**src/inc/tct_pkg.sv**
```systemverilog
// package for the two-channel capture/compare timer
// assumes a single 40 mhz bus clock domain and an ahb-lite register port
package tct_pkg;

    // ------------------------------------------------------------------
    // register map (byte addresses, one aligned word per register)
    // ------------------------------------------------------------------
    localparam logic [7:0] ADDR_TIMER_CTRL = 8'h00;
    localparam logic [7:0] ADDR_COUNT_HIGH = 8'h04;
    localparam logic [7:0] ADDR_COUNT_LOW = 8'h08;
    localparam logic [7:0] ADDR_WRAP_HIGH = 8'h0c;
    localparam logic [7:0] ADDR_WRAP_LOW = 8'h10;
    localparam logic [7:0] ADDR_CHAN0_CTRL = 8'h14;
    localparam logic [7:0] ADDR_CHAN0_HIGH = 8'h18;
    localparam logic [7:0] ADDR_CHAN0_LOW = 8'h1c;
    localparam logic [7:0] ADDR_CHAN1_CTRL = 8'h20;
    localparam logic [7:0] ADDR_CHAN1_HIGH = 8'h24;
    localparam logic [7:0] ADDR_CHAN1_LOW = 8'h28;

    // ------------------------------------------------------------------
    // field positions
    // ------------------------------------------------------------------
    localparam int TC_OVF_BIT = 7;
    localparam int TC_OVIE_BIT = 6;
    localparam int TC_HALT_BIT = 5;
    localparam int TC_CLR_BIT = 4;
    localparam int CC_FLAG_BIT = 7;
    localparam int CC_IE_BIT = 6;
    localparam int CC_BUF_BIT = 5;
    localparam int CC_MODEA_BIT = 4;
    localparam int CC_ELHI_BIT = 3;
    localparam int CC_ELLO_BIT = 2;
    localparam int CC_TOV_BIT = 1;
    localparam int CC_MAX_BIT = 0;

    // ------------------------------------------------------------------
    // reset values and encodings
    // ------------------------------------------------------------------
    localparam logic [15:0] WRAP_RESET = 16'hffff;
    localparam logic [2:0] SRC_EXTERNAL = 3'h7;
    localparam logic [1:0] EL_OFF = 2'h0;
    localparam logic [1:0] EL_TOGGLE = 2'h1;
    localparam logic [1:0] EL_CLEAR = 2'h2;
    localparam logic [1:0] EL_SET = 2'h3;
    localparam logic [1:0] HTRANS_NONSEQ = 2'h2;

    typedef struct packed {
        logic flag;
        logic irq_en;
        logic buf_sel;
        logic mode_a;
        logic [1:0] edge_level;
        logic tov;
        logic full_duty;
    } tct_chan_ctrl_type;

    typedef enum logic [2:0] {
        ST_IDLE = 3'b001,
        ST_READ = 3'b010,
        ST_WRITE = 3'b100
    } tct_bus_state_type;

endpackage

```
**src/design/tct_timer.sv**
```systemverilog
// two-channel capture/compare timer with ahb-lite register slave
// assumes hclk at 40 mhz; pins arrive asynchronously and are synchronised
//
// What this block does
// halt bit resets set; counter holds while set, runs when cleared
// captures are suppressed while the halt bit is set
// clear bit zeroes counter and prescaler, self-clears, reads zero
// halt and clear together leave counter stopped at zero
// source field: bus clock divided by 1..64, or external clock pin
// high count read latches low byte until low byte read
// counter equal to wrap limit sets overflow flag, next tick to zero
// writing wrap high byte blocks overflow until wrap low written
// both wrap limit bytes reset to all ones
// event flag set on active capture edge or on compare match
// event flag clears by read-seen-set then write zero, event wins
// channel interrupt request only when flag and enable are set
// buffered mode ignores channel 1 control, frees channel 1 pin
// nonzero edge field: mode-a selects capture or compare
// zero edge field: mode-a presets output level, one gives low
// zero edge field disconnects channel from its pin
// capture edges: one rising, two falling, three either
// compare action: one toggle, two clear, three set; zero flag only
// toggle-on-wrap toggles pin at overflow, overflow beats compare
// full duty bit with toggle-on-wrap forces full duty next period
// value high byte read blocks captures until low byte read
// value high byte write blocks compares until low byte written
// overflow flag clears like event flags; enable gates its request
// buffered mode links channels, channel 0 values active first
// debug halt stops counter and suppresses captures
// buffered mode alternates active value register each period
//
// The AHB-Lite interface to the registers and the register addresses were left to the implementer.
`timescale 1ns/1ps
module tct_timer (
    input wire logic hclk,
    input wire logic hresetn,
    input wire logic hsel,
    input wire logic [7:0] haddr,
    input wire logic [1:0] htrans,
    input wire logic hwrite,
    input wire logic [2:0] hsize,
    input wire logic [31:0] hwdata,
    input wire logic hready,
    output logic [31:0] hrdata,
    output logic hreadyout,
    output logic hresp,
    input wire logic debug_halt,
    input wire logic ext_timer_clock_pin,
    input wire logic [1:0] chan_pin_in,
    output logic [1:0] chan_pin_out,
    output logic [1:0] chan_pin_oe_n,
    output logic overflow_irq,
    output logic [1:0] chan_irq
);
    import tct_pkg::*;

    // ------------------------------------------------------------------
    // synchronisers
    // ------------------------------------------------------------------
    logic [2:0] sync1, sync2, sync_d;
    always_ff @(posedge hclk or negedge hresetn) begin
        if (!hresetn) begin
            sync1 <= 3'h0;
            sync2 <= 3'h0;
            sync_d <= 3'h0;
        end else begin
            sync1 <= {ext_timer_clock_pin, chan_pin_in};
            sync2 <= sync1;
            sync_d <= sync2;
        end
    end

    // ------------------------------------------------------------------
    // ahb-lite slave: registered data phase, no wait states
    // ------------------------------------------------------------------
    tct_bus_state_type bstate;
    logic [7:0] baddr;
    logic take;
    logic rd_ev, wr_ev;
    logic [7:0] wbyte;
    assign take = hsel && hready && (htrans == HTRANS_NONSEQ);
    assign rd_ev = (bstate == ST_READ);
    assign wr_ev = (bstate == ST_WRITE);
    assign wbyte = hwdata[7:0];

    always_ff @(posedge hclk or negedge hresetn) begin
        if (!hresetn) begin
            bstate <= ST_IDLE;
            baddr <= 8'h00;
        end else begin
            if (take) begin
                bstate <= hwrite ? ST_WRITE : ST_READ;
                baddr <= haddr;
            end else begin
                bstate <= ST_IDLE;
            end
        end
    end
    assign hreadyout = 1'b1;
    assign hresp = 1'b0;

    // ------------------------------------------------------------------
    // control registers
    // ------------------------------------------------------------------
    logic halt, ovf_ie, ovf_flag, ovf_armed, wrap_hold;
    logic [2:0] src_sel;
    logic [15:0] wrap_lim, count, prescale;
    logic [7:0] wrap_hi_buf, low_latch;
    logic low_latched;
    tct_chan_ctrl_type cc [2];
    logic [15:0] cval [2];
    logic [7:0] cval_hi_buf [2];
    logic [1:0] cap_block, cmp_block, flag_armed, pin_level;
    logic clr_req, tick, wrap_hit, ovf_event;
    logic run_stop, buf_active_sel;

    assign clr_req = wr_ev && baddr == ADDR_TIMER_CTRL && wbyte[TC_CLR_BIT];
    assign run_stop = halt || debug_halt;

    always_ff @(posedge hclk or negedge hresetn) begin
        if (!hresetn) begin
            halt <= 1'b1;
            ovf_ie <= 1'b0;
            src_sel <= 3'h0;
        end else if (wr_ev && baddr == ADDR_TIMER_CTRL) begin
            halt <= wbyte[TC_HALT_BIT];
            ovf_ie <= wbyte[TC_OVIE_BIT];
            src_sel <= wbyte[2:0];
        end
    end

    // ------------------------------------------------------------------
    // prescaler and counter
    // ------------------------------------------------------------------
    logic ext_rise;
    assign ext_rise = sync2[2] && !sync_d[2];
    always_comb begin
        if (src_sel == SRC_EXTERNAL) begin
            tick = ext_rise;
        end else begin
            // divide by 2^n: tick when the low n bits are all ones, just before they wrap
            tick = ((prescale & ((16'h1 << src_sel) - 16'h1)) ==
                    ((16'h1 << src_sel) - 16'h1));
        end
    end

    assign wrap_hit = tick && !run_stop && (count == wrap_lim);
    assign ovf_event = wrap_hit && !wrap_hold;

    always_ff @(posedge hclk or negedge hresetn) begin
        if (!hresetn) begin
            prescale <= 16'h0;
            count <= 16'h0;
        end else if (clr_req) begin
            prescale <= 16'h0;
            count <= 16'h0;
        end else if (!run_stop) begin
            prescale <= prescale + 16'h1;
            if (tick) begin
                count <= wrap_hit ? 16'h0 : count + 16'h1;
            end
        end
    end

    // ------------------------------------------------------------------
    // wrap limit with high-byte buffer
    // ------------------------------------------------------------------
    always_ff @(posedge hclk or negedge hresetn) begin
        if (!hresetn) begin
            wrap_lim <= WRAP_RESET;
            wrap_hi_buf <= WRAP_RESET[15:8];
            wrap_hold <= 1'b0;
        end else if (wr_ev && baddr == ADDR_WRAP_HIGH) begin
            wrap_hi_buf <= wbyte;
            wrap_hold <= 1'b1;
        end else if (wr_ev && baddr == ADDR_WRAP_LOW) begin
            wrap_lim <= {wrap_hi_buf, wbyte};
            wrap_hold <= 1'b0;
        end
    end

    // ------------------------------------------------------------------
    // overflow flag: read-armed clear, new event wins
    // ------------------------------------------------------------------
    always_ff @(posedge hclk or negedge hresetn) begin
        if (!hresetn) begin
            ovf_flag <= 1'b0;
            ovf_armed <= 1'b0;
        end else if (ovf_event) begin
            ovf_flag <= 1'b1;
            ovf_armed <= 1'b0;
        end else if (rd_ev && baddr == ADDR_TIMER_CTRL && ovf_flag) begin
            ovf_armed <= 1'b1;
        end else if (wr_ev && baddr == ADDR_TIMER_CTRL) begin
            if (ovf_armed && !wbyte[TC_OVF_BIT]) begin
                ovf_flag <= 1'b0;
            end
            ovf_armed <= 1'b0;
        end
    end

    // ------------------------------------------------------------------
    // count read latch
    // ------------------------------------------------------------------
    always_ff @(posedge hclk or negedge hresetn) begin
        if (!hresetn) begin
            low_latch <= 8'h0;
            low_latched <= 1'b0;
        end else if (clr_req) begin
            low_latch <= 8'h0;
            low_latched <= 1'b0;
        end else if (take && !hwrite && haddr == ADDR_COUNT_HIGH &&
                     !low_latched) begin
            // latched at the edge that samples the high byte: pair coherent
            low_latch <= count[7:0];
            low_latched <= 1'b1;
        end else if (take && !hwrite && haddr == ADDR_COUNT_LOW) begin
            low_latched <= 1'b0;
        end
    end

    // ------------------------------------------------------------------
    // buffered-mode active register toggles at each period end
    // ------------------------------------------------------------------
    logic buffered;
    assign buffered = cc[0].buf_sel;
    always_ff @(posedge hclk or negedge hresetn) begin
        if (!hresetn) begin
            buf_active_sel <= 1'b0;
        end else if (!buffered) begin
            buf_active_sel <= 1'b0;
        end else if (wrap_hit) begin
            buf_active_sel <= !buf_active_sel;
        end
    end

    // ------------------------------------------------------------------
    // channels
    // ------------------------------------------------------------------
    logic [1:0] cap_ev, cmp_ev, ch_flag_set, ch_enabled, is_cap;
    logic [1:0] max_now;
    genvar g;
    generate
        for (g = 0; g < 2; g++) begin : gen_chan
            localparam logic [7:0] A_CTRL =
                g ? ADDR_CHAN1_CTRL : ADDR_CHAN0_CTRL;
            localparam logic [7:0] A_HIGH =
                g ? ADDR_CHAN1_HIGH : ADDR_CHAN0_HIGH;
            localparam logic [7:0] A_LOW =
                g ? ADDR_CHAN1_LOW : ADDR_CHAN0_LOW;
            logic rise, fall, is_buf, cmp_match;
            logic [15:0] cmp_val;
            tct_chan_ctrl_type eff;
            assign eff = cc[g];
            assign is_buf = (g == 0) && buffered;
            // channel 1 control is ignored in buffered mode; its value register serves channel 0
            assign ch_enabled[g] = !(g == 1 && buffered) &&
                                   cc[g].edge_level != EL_OFF;
            assign is_cap[g] = ch_enabled[g] && !is_buf &&
                               !cc[g].mode_a;
            assign rise = sync2[g] && !sync_d[g];
            assign fall = !sync2[g] && sync_d[g];
            assign cap_ev[g] = is_cap[g] && !run_stop && !cap_block[g] &&
                ((cc[g].edge_level[0] && rise) ||
                 (cc[g].edge_level[1] && fall));
            assign cmp_val = is_buf ? cval[buf_active_sel] : cval[g];
            assign cmp_match = tick && !run_stop && count == cmp_val;
            assign cmp_ev[g] = !is_cap[g] && !cmp_block[g] && cmp_match &&
                ((cc[g].mode_a && !(g == 1 && buffered)) || is_buf);
            assign ch_flag_set[g] = cap_ev[g] || cmp_ev[g];

            always_ff @(posedge hclk or negedge hresetn) begin
                if (!hresetn) begin
                    cc[g] <= '0;
                    flag_armed[g] <= 1'b0;
                end else begin
                    if (wr_ev && baddr == A_CTRL) begin
                        cc[g].irq_en <= wbyte[CC_IE_BIT];
                        cc[g].buf_sel <= g == 0 && wbyte[CC_BUF_BIT];
                        cc[g].mode_a <= wbyte[CC_MODEA_BIT];
                        cc[g].edge_level <= wbyte[CC_ELHI_BIT:CC_ELLO_BIT];
                        cc[g].tov <= wbyte[CC_TOV_BIT];
                        cc[g].full_duty <= wbyte[CC_MAX_BIT];
                    end
                    if (ch_flag_set[g]) begin
                        cc[g].flag <= 1'b1;
                        flag_armed[g] <= 1'b0;
                    end else if (rd_ev && baddr == A_CTRL && cc[g].flag) begin
                        flag_armed[g] <= 1'b1;
                    end else if (wr_ev && baddr == A_CTRL) begin
                        if (flag_armed[g] && !wbyte[CC_FLAG_BIT]) begin
                            cc[g].flag <= 1'b0;
                        end
                        flag_armed[g] <= 1'b0;
                    end
                end
            end

            // value registers have no reset: contents start unknown
            always_ff @(posedge hclk) begin
                if (cap_ev[g]) begin
                    cval[g] <= count;
                end else if (wr_ev && baddr == A_HIGH) begin
                    cval_hi_buf[g] <= wbyte;
                end else if (wr_ev && baddr == A_LOW) begin
                    cval[g] <= {cval_hi_buf[g], wbyte};
                end
            end

            always_ff @(posedge hclk or negedge hresetn) begin
                if (!hresetn) begin
                    cap_block[g] <= 1'b0;
                    cmp_block[g] <= 1'b0;
                end else begin
                    if (rd_ev && baddr == A_HIGH && is_cap[g]) begin
                        cap_block[g] <= 1'b1;
                    end else if (rd_ev && baddr == A_LOW) begin
                        cap_block[g] <= 1'b0;
                    end
                    if (wr_ev && baddr == A_HIGH) begin
                        cmp_block[g] <= 1'b1;
                    end else if (wr_ev && baddr == A_LOW) begin
                        cmp_block[g] <= 1'b0;
                    end
                end
            end

            // full duty latched at period start
            always_ff @(posedge hclk or negedge hresetn) begin
                if (!hresetn) begin
                    max_now[g] <= 1'b0;
                end else if (wrap_hit) begin
                    max_now[g] <= eff.full_duty && eff.tov;
                end
            end

            // output level
            always_ff @(posedge hclk or negedge hresetn) begin
                if (!hresetn) begin
                    pin_level[g] <= 1'b1;
                end else if (!ch_enabled[g]) begin
                    pin_level[g] <= !cc[g].mode_a;
                end else if (!is_cap[g]) begin
                    if (wrap_hit && cc[g].tov) begin
                        pin_level[g] <= !pin_level[g];
                    end else if (max_now[g]) begin
                        pin_level[g] <= 1'b1;
                    end else if (cmp_ev[g]) begin
                        unique case (cc[g].edge_level)
                            EL_TOGGLE: pin_level[g] <= !pin_level[g];
                            EL_CLEAR: pin_level[g] <= 1'b0;
                            EL_SET: pin_level[g] <= 1'b1;
                            default: pin_level[g] <= pin_level[g];
                        endcase
                    end
                end
            end

            always_ff @(posedge hclk or negedge hresetn) begin
                if (!hresetn) begin
                    chan_pin_out[g] <= 1'b0;
                    chan_pin_oe_n[g] <= 1'b1;
                    chan_irq[g] <= 1'b0;
                end else begin
                    chan_pin_out[g] <= pin_level[g];
                    chan_pin_oe_n[g] <= !ch_enabled[g] || is_cap[g];
                    chan_irq[g] <= cc[g].flag && cc[g].irq_en;
                end
            end
        end
    endgenerate

    always_ff @(posedge hclk or negedge hresetn) begin
        if (!hresetn) begin
            overflow_irq <= 1'b0;
        end else begin
            overflow_irq <= ovf_flag && ovf_ie;
        end
    end

    // ------------------------------------------------------------------
    // read mux, registered into hrdata at the data phase
    // ------------------------------------------------------------------
    logic [7:0] rmux;
    always_comb begin
        unique case (haddr)
            ADDR_TIMER_CTRL: rmux = {ovf_flag, ovf_ie, halt, 1'b0,
                                     1'b0, src_sel};
            ADDR_COUNT_HIGH: rmux = count[15:8];
            ADDR_COUNT_LOW: rmux = low_latched ? low_latch : count[7:0];
            ADDR_WRAP_HIGH: rmux = wrap_lim[15:8];
            ADDR_WRAP_LOW: rmux = wrap_lim[7:0];
            ADDR_CHAN0_CTRL: rmux = cc[0];
            ADDR_CHAN0_HIGH: rmux = cval[0][15:8];
            ADDR_CHAN0_LOW: rmux = cval[0][7:0];
            ADDR_CHAN1_CTRL: rmux = cc[1];
            ADDR_CHAN1_HIGH: rmux = cval[1][15:8];
            ADDR_CHAN1_LOW: rmux = cval[1][7:0];
            default: rmux = 8'h00;
        endcase
    end
    always_ff @(posedge hclk or negedge hresetn) begin
        if (!hresetn) begin
            hrdata <= 32'h0;
        end else if (take && !hwrite) begin
            hrdata <= {24'h0, rmux};
        end
    end

    // ------------------------------------------------------------------
    // checks
    // ------------------------------------------------------------------
    chk_halt_freeze: assert property (@(posedge hclk) disable iff (!hresetn)
        (run_stop && !clr_req) |=> $stable(count))
        else $error("counter moved while halted");
    chk_clear_zero: assert property (@(posedge hclk) disable iff (!hresetn)
        clr_req |=> count == 16'h0)
        else $error("clear did not zero counter");
    chk_halt_clear: assert property (@(posedge hclk) disable iff (!hresetn)
        (clr_req && wbyte[TC_HALT_BIT]) |=> (count == 16'h0)[*2])
        else $error("halt plus clear not held at zero");
    chk_wrap_restart: assert property (@(posedge hclk) disable iff (!hresetn)
        (wrap_hit && !clr_req) |=> count == 16'h0)
        else $error("counter did not restart after wrap");
    chk_ovf_block: assert property (@(posedge hclk) disable iff (!hresetn)
        (wrap_hold && !ovf_flag) |=> !ovf_flag)
        else $error("overflow set while wrap write pending");
    chk_no_cap_halt: assert property (@(posedge hclk) disable iff (!hresetn)
        run_stop |-> cap_ev == 2'b00)
        else $error("capture while halted");
    chk_flag_wins: assert property (@(posedge hclk) disable iff (!hresetn)
        ch_flag_set[0] |=> cc[0].flag)
        else $error("event flag lost");
    chk_chan_irq: assert property (@(posedge hclk) disable iff (!hresetn)
        ##1 chan_irq[0] == $past(cc[0].flag && cc[0].irq_en))
        else $error("channel irq mismatch");
    chk_ovf_irq: assert property (@(posedge hclk) disable iff (!hresetn)
        (ovf_flag && ovf_ie) |=> overflow_irq)
        else $error("overflow irq missing");
    chk_buf_pin1: assert property (@(posedge hclk) disable iff (!hresetn)
        buffered |=> chan_pin_oe_n[1])
        else $error("channel 1 pin driven in buffered mode");
    cov_wrap: cover property (@(posedge hclk) disable iff (!hresetn)
        ovf_event);
    cov_capture: cover property (@(posedge hclk) disable iff (!hresetn)
        cap_ev[0]);
    cov_compare: cover property (@(posedge hclk) disable iff (!hresetn)
        cmp_ev[1]);
    cov_buffered: cover property (@(posedge hclk) disable iff (!hresetn)
        buffered && wrap_hit);
endmodule

```
**config.mk**
```make
export PLATFORM = sky130hd
export DESIGN_NAME = tct_timer
export DESIGN_NICKNAME = d
export VERILOG_FILES = /design/src/inc/tct_pkg.sv /design/src/design/tct_timer.sv
export SDC_FILE = /design/constraint.sdc
export NUM_CORES = 1
export LEC_CHECK = 0
export BUFFER_PORTS_ARGS = -buffer_cell sky130_fd_sc_hd__buf_2
export CORE_ASPECT_RATIO = 0.5
export CORE_MARGIN = 2
export CORE_UTILIZATION = 60
export DETAILED_ROUTE_END_ITERATION = 7
export PLACE_DENSITY = 0.8
export SYNTH_ARGS = -nofsm -noshare
export SYNTH_HDL_FRONTEND = slang
export SYNTH_SLANG_ARGS = --single-unit
```
**constraint.sdc**
```tcl
create_clock -name hclk -period 6.5 [get_ports hclk]
set_clock_uncertainty 0.1 [all_clocks]
set_input_delay 1.3 -clock hclk [delete_from_list [all_inputs] [get_ports hclk]]
set_output_delay 1.3 -clock hclk [all_outputs]
set_load 0.1 [all_outputs]
```
Yosys cells after proc, flatten, opt, wreduce, memory -nomap -nowiden
Memory sizes are Yosys's and may differ from the RTL's.
Index checks and enable logic that the tools add are counted.
{"block": "op_classes", "add_sub_neg": 3, "eq_ne": 43, "shift": 1, "mux": 85, "bitwise_logic": 4, "n_reduce_logical": 130}
{"operator": "two-way mux 16 bit", "n": 9}
{"operator": "one-hot mux 8 bit (11 select lines)", "n": 1}
{"operator": "logical AND 1 bit", "n": 69}
{"operator": "two-way mux 1 bit", "n": 67}
{"operator": "== test 16 bit", "n": 4}
{"operator": "== test 8 x 5 -> 1 bit, second input constant", "n": 8}
{"operator": "== test 8 x 6 -> 1 bit, second input constant", "n": 6}
{"operator": "adder 16 x 1 -> 16 bit, second input constant", "n": 2}
{"operator": "two-way mux 8 bit", "n": 4}
{"operator": "nonzero test 2 bit", "n": 15}
{"operator": "== test 8 x 4 -> 1 bit, second input constant", "n": 3}
{"operator": "zero test 1 bit", "n": 24}
{"operator": "AND 16 bit", "n": 1}
{"operator": "zero test 8 bit", "n": 2}
{"operator": "left shift 1 x 3 -> 16 bit, first input constant", "n": 1}
{"operator": "subtractor 16 x 1 -> 16 bit, second input constant", "n": 1}
{"operator": "AND reduction 3 bit", "n": 5}
{"operator": "inequality test 2 bit, second input constant", "n": 6}
{"operator": "inequality test 6 x 1 -> 1 bit, second input constant", "n": 2}
{"operator": "nonzero test 3 bit", "n": 4}
{"operator": "== test 2 bit, second input constant", "n": 5}
{"operator": "== test 8 x 3 -> 1 bit, second input constant", "n": 1}
{"operator": "logical OR 1 bit", "n": 8}
{"operator": "inequality test 4 x 2 -> 1 bit, second input constant", "n": 2}
{"operator": "10 further kinds", "n": 16}
{"block": "word_totals", "regBits": 134, "mem_bits_rw": 48, "out_inout_bits": 41, "elab_cells": 317, "n_memories": 2}
{"name": "cval", "words": 2, "word_bits": 16, "rd": 3, "rd_ports_with_merged_regs": 0, "write_ports": 2, "line_no": "tct_timer.sv:111", "text": "logic [15:0] cval [2];"}
{"name": "cval_hi_buf", "words": 2, "word_bits": 8, "rd": 2, "rd_ports_with_merged_regs": 0, "write_ports": 1, "line_no": "tct_timer.sv:112", "text": "logic [7:0] cval_hi_buf [2];"}

Longest topological paths before layout
{"block": "logic_depth", "word_depth": 14, "mapped_depth": 14, "ltp_nobuf": 11}

Least setup slack after synthesis
No wires, ideal clock.
{"block": "synth_timing", "path_kind": "input to register", "startpoint": "input haddr[5]", "endpoint": "register hrdata[7]", "setup_ns": 0.075, "arrival_time_ns": 2.907, "t_required_ns": 6.325, "slack_ns": 3.418, "cell_stages": 8, "cell_sequence": "or4_1 > buf_2 > or2_2 > buf_2 > o21ai_0 > a221oi_1 > and3_1 > o21ai_2"}
{"block": "synth_via", "elab_chain_cells": 2}
{"item": "from (decl)", "line_no": "tct_timer.sv:38", "text": "input wire logic [7:0] haddr,"}
{"item": "== test 8 x 6 -> 1 bit (tied with other cells)", "line_no": "tct_timer.sv:386", "text": "unique case (haddr)"}
{"item": "one-hot mux 8 bit (11 select lines) *", "line_no": "tct_timer.sv:386"}
{"item": "to (signal assigned)", "line_no": "tct_timer.sv:406", "text": "hrdata <= {24'h0, rmux};"}
{"item": "to (decl)", "line_no": "tct_timer.sv:44", "text": "output logic [31:0] hrdata,"}
Every way passes the cells marked *; elsewhere a longest branch is shown, timed or not.
A chain may end at the register's enable or synchronous reset.

Worst setup path after layout
{"block": "layout_timing", "startpoint": "input debug_halt", "endpoint": "register flag_armed[0]"}
{"block": "layout_via", "elab_chain_cells": 8}
{"item": "from (decl)", "line_no": "tct_timer.sv:47", "text": "input wire logic debug_halt,"}
{"item": "logical OR 1 bit *", "line_no": "tct_timer.sv:118", "text": "assign run_stop = halt || debug_halt;"}
{"item": "zero test 1 bit *", "line_no": "tct_timer.sv:263, tct_timer.sv:267"}
{"item": "logical AND 1 bit (2 in series)", "line_no": "tct_timer.sv:267", "text": "assign cmp_match = tick && !run_stop && count == cmp_val;"}
{"item": "logical AND 1 bit (2 in series)", "line_no": "tct_timer.sv:268", "text": "assign cmp_ev[g] = !is_cap[g] && !cmp_block[g] && cmp_match &&"}
{"item": "logical OR 1 bit *", "line_no": "tct_timer.sv:270", "text": "assign ch_flag_set[g] = cap_ev[g] || cmp_ev[g];"}
{"item": "nonzero test 3 bit (no line) / two-way mux 1 bit (equally long branches)"}
{"item": "to (signal, indexed assignment)", "line_no": "tct_timer.sv:275", "text": "flag_armed[g] <= 1'b0;"}
{"item": "to (signal, indexed assignment)", "line_no": "tct_timer.sv:287", "text": "flag_armed[g] <= 1'b0;"}
{"item": "to (signal, indexed assignment)", "line_no": "tct_timer.sv:289", "text": "flag_armed[g] <= 1'b1;"}
{"item": "to (decl)", "line_no": "tct_timer.sv:113", "text": "logic [1:0] cap_block, cmp_block, flag_armed, pin_level;"}
Marks and branches as above.

==> flow_metrics.py <==
metrics = {
    "status": {
        "outcome": "completed",
    },
    "worst_hold_path": {
        "hold_path_class": "reg2reg",
    },
    "floorplan": {
        "die_h_um": 92.62,
        "num_rows": 32,
        "ios": 95,
        "die_area_mm2": 0.01679,
        "core_mm2": 0.01537,
        "initial_utilization_pct": 61.30,
        "die_x_um": 181.2,
    },
    "detailed_routing": {
        "wire_per_inst_um": 22.64,
        "top_layer": "met4",
        "viasPerCell": 6.467,
        "wl_met1_um": 10540,
        "wl_met3_um": 2430,
        "ant_nets": 0,
        "first_iter_violations": 777,
        "wl_um": 24630,
        "drtPass1Iterations": 8,
        "vias": 7036,
        "wl_met2_um": 11150,
        "drc": 0,
    },
    "place": {
        "gp_congestion": 0.9954,
        "preCtsSetupSlack_ns": 2.417,
        "dp_hpwl_um": 17050,
        "numPortBuffers": 41,
    },
    "synthesis": {
        "yosysWarnings": 0,
        "synthArstFlopShare_pct": 73.63,
        "synth-seq-cells": 182,
        "synthFlopType": "dfrtp_1",
        "synthCells": 847,
        "synth-seq-area-share_pct": 51.27,
        "syn_avg_cell_area_um2": 11.13,
        "synthesis.area_mm2": 0.009424,
        "ys_types": 71,
        "synth_edf_count": 48,
    },
    "pwr": {
        "peakVddDrop_uv": 187.0,
        "powerDensity_mw_per_mm2": 263.2,
        "p_leak_nw": 4.142,
    },
    "layout": {
        "final_cell_mix": "104 x dfrtp_1, 78 x mux2_2, 66 x nand2_1",
        "syn_to_final_growth_pct": 8.590,
        "post_route_cells_drive_above_1_share_pct": 23.87,
        "final_common_cell": "dfrtp_1",
        "nets": 931,
        "n_antenna_cell": 0,
        "nFillCells": 1121,
    },
    "clock_tree": {
        "path_clk_slew_ns": 0.07,
        "cts_resized": 0,
        "clockRootBuffer": "clkbuf_16",
        "cts_tree": "built",
        "holdBufCountCts": 0,
        "post-cts-setup-buffer-count": 0,
        "insertion_delay_ns": 0.45,
        "htreeDepth": 4,
        "cts_sinks": 182,
        "cts.path.max_buffers": 2,
        "cts_made_buffers": 17,
    },
    "sta": {
        "fin_crit_sh_pct": 58.58,
        "setup_ws_ns": 2.692,
        "tns_ns": 0,
        "hold_viol": 0,
        "rsz0062_at_grt": "no",
        "setup_viol": 0,
        "worstMarginPinSlew_ns": 1.423,
        "fmax_ghz": 0.2626,
        "max_slew_margin_pct": 4.415,
        "fin_crit_ns": 3.808,
        "drv_slew": 0,
    },
    "global_routing": {
        "grt_use_total_pct": 30.66,
        "antenna_found_initial": 0,
        "grt_pass1_vias": 6866,
        "grt-ovfl-total": 0,
        "grt_max_degree": 71,
        "grt_pass1_wl_um": 38430,
    },
    "setup_path": {
        "worst_setup_path_start_kind": "input pin",
        "worst_path_largest_cell_delay_ns": 0.66,
        "setup.worst_path.class": "in2reg",
        "worst_setup_path_end_kind": "flip-flop",
        "path_max_fanout": 15,
        "path_cells": "buf_2 -> nor2_2 -> o221ai_1 -> a311oi_1 -> a31oi_2 -> buf_4 -> nor4_1 -> a21oi_1 -> and2_1",
        "crit_required_ns": 6.74,
        "arrival_ns": 4.04,
        "cpMaxStageDelayCell": "nor4_1",
    },
    "job": {
        "max_cap_viol_count": 0,
    },
}
## sequential cells by signal, summed over array words and instances (netlist names), 8 cells and up
name	cells
prescale	16
cval_hi_buf	16
baddr	8
count	16
wrap_lim	16
hrdata	8
wrap_hi_buf	8
low_latch	8
cval	32
cc	14
## cells by family (layout without fill, tap and decap cells)
kind of cell	after synthesis	in the layout	synth area share (%)
compound gates	147	147	10.75
mux	102	102	11.87
buf+inv	83	96	5.085
other cells	2	26	0.07969
xor+xnor	55	55	5.112
simple gates	270	270	15.03
fa+ha+maj	6	6	0.7966
flops	182	182	51.27
## per-stage QoR
step	power (mW)	instance area, um^2	util, %	std cells	hold WS [ns]
floorplan	1.544	9514	-	871	0.2312
global placement	1.600	9609	62.50	1056	0.2324
detailed placement	1.613	9609	62.50	1056	0.2396
CTS	2.696	10230	66.56	1088	0.2647
global route	2.775	10230	66.56	1088	0.2658
finish	2.693	10230	66.56	1088	0.2589
## where the power goes
part / total, mW / switching [mW] / internal, mW
Clock: 1.10 / 0.538 / 0.560
Sequential: 1.31 / 0.0819 / 1.23
Combinational: 0.288 / 0.196 / 0.0925
Total: 2.69 / 0.816 / 1.88
## worst max-delay path: cells and delay by family
family | cells | cell delay, ns
AOI/OAI and AO/OA | 4 | 1.08
buffers and inverters | 2 | 0.41
and+or+nand+nor | 3 | 1.24
## routing by layer
layer | vias up | GRT usage, %
met3 | 50 | 7.511
met2 | 402 | 48.24
li1 | 3081 | -
met5 | - | 0
met1 | 3503 | 41.91
met4 | 0 | 10.84
## path summary, 6_finish.rpt
check	cells after the start	to	start	slack [ns]
max reg2reg	11	flag_armed[0]	src_sel[0]	2.80
min in group asynchronous	1	prescale[10]	hresetn	0.72
min	0	sync2[1]	sync1[1]	0.26
max in group asynchronous	2	ovf_flag	hresetn	4.29
max	9	flag_armed[0]	debug_halt	2.69
min reg2reg	0	sync2[1]	sync1[1]	0.26
## area by class of cell
type | count | area [um^2] | share of cell area (%)
Sequential cell | 182 | 4832 | 47.22
Multi-Input combinational cell | 606 | 4205 | 41.09
Clock buffer | 17 | 425.4 | 4.157
Tap cell | 204 | 255.2 | 2.494
Timing Repair Buffer | 46 | 249.0 | 2.433
Clock inverter | 15 | 198.9 | 1.944
Inverter | 18 | 67.56 | 0.6602
## synthesized netlist by cell type, types with 4 or more instances
master / n / area share, %
nand3_1: 20 / 1.1
nor2_2: 4 / 0.27
xnor2_1: 36 / 3.3
xor2_1: 19 / 1.8
a21o_1: 9 / 0.72
nor4_1: 6 / 0.40
or3_1: 7 / 0.46
o21ai_0: 43 / 2.3
o22ai_1: 4 / 0.27
inv_1: 18 / 0.72
o2bb2ai_1: 7 / 0.65
nand4_1: 14 / 0.93
or2_2: 5 / 0.33
and3_1: 10 / 0.66
mux2i_1: 24 / 2.5
nand2_1: 66 / 2.6
a32oi_1: 6 / 0.56
buf_6: 4 / 0.48
nor2_1: 63 / 2.5
a22oi_1: 4 / 0.32
buf_4: 31 / 2.5
dfrtp_1: 104 / 28
a22o_1: 10 / 0.93
buf_2: 17 / 0.90
a221oi_1: 14 / 1.3
nand3b_1: 5 / 0.40
and2_1: 6 / 0.40
a31oi_1: 10 / 0.66
edfxtp_1: 48 / 15
nand2b_1: 8 / 0.53
a21oi_1: 18 / 0.96
ha_1: 6 / 0.80
nor3_1: 27 / 1.4
dfstp_2: 30 / 8.4
clkbuf_1: 10 / 0.40
nor2b_1: 7 / 0.46
mux2_2: 78 / 9.3
Note: power is estimated with default switching activity, not from simulation.
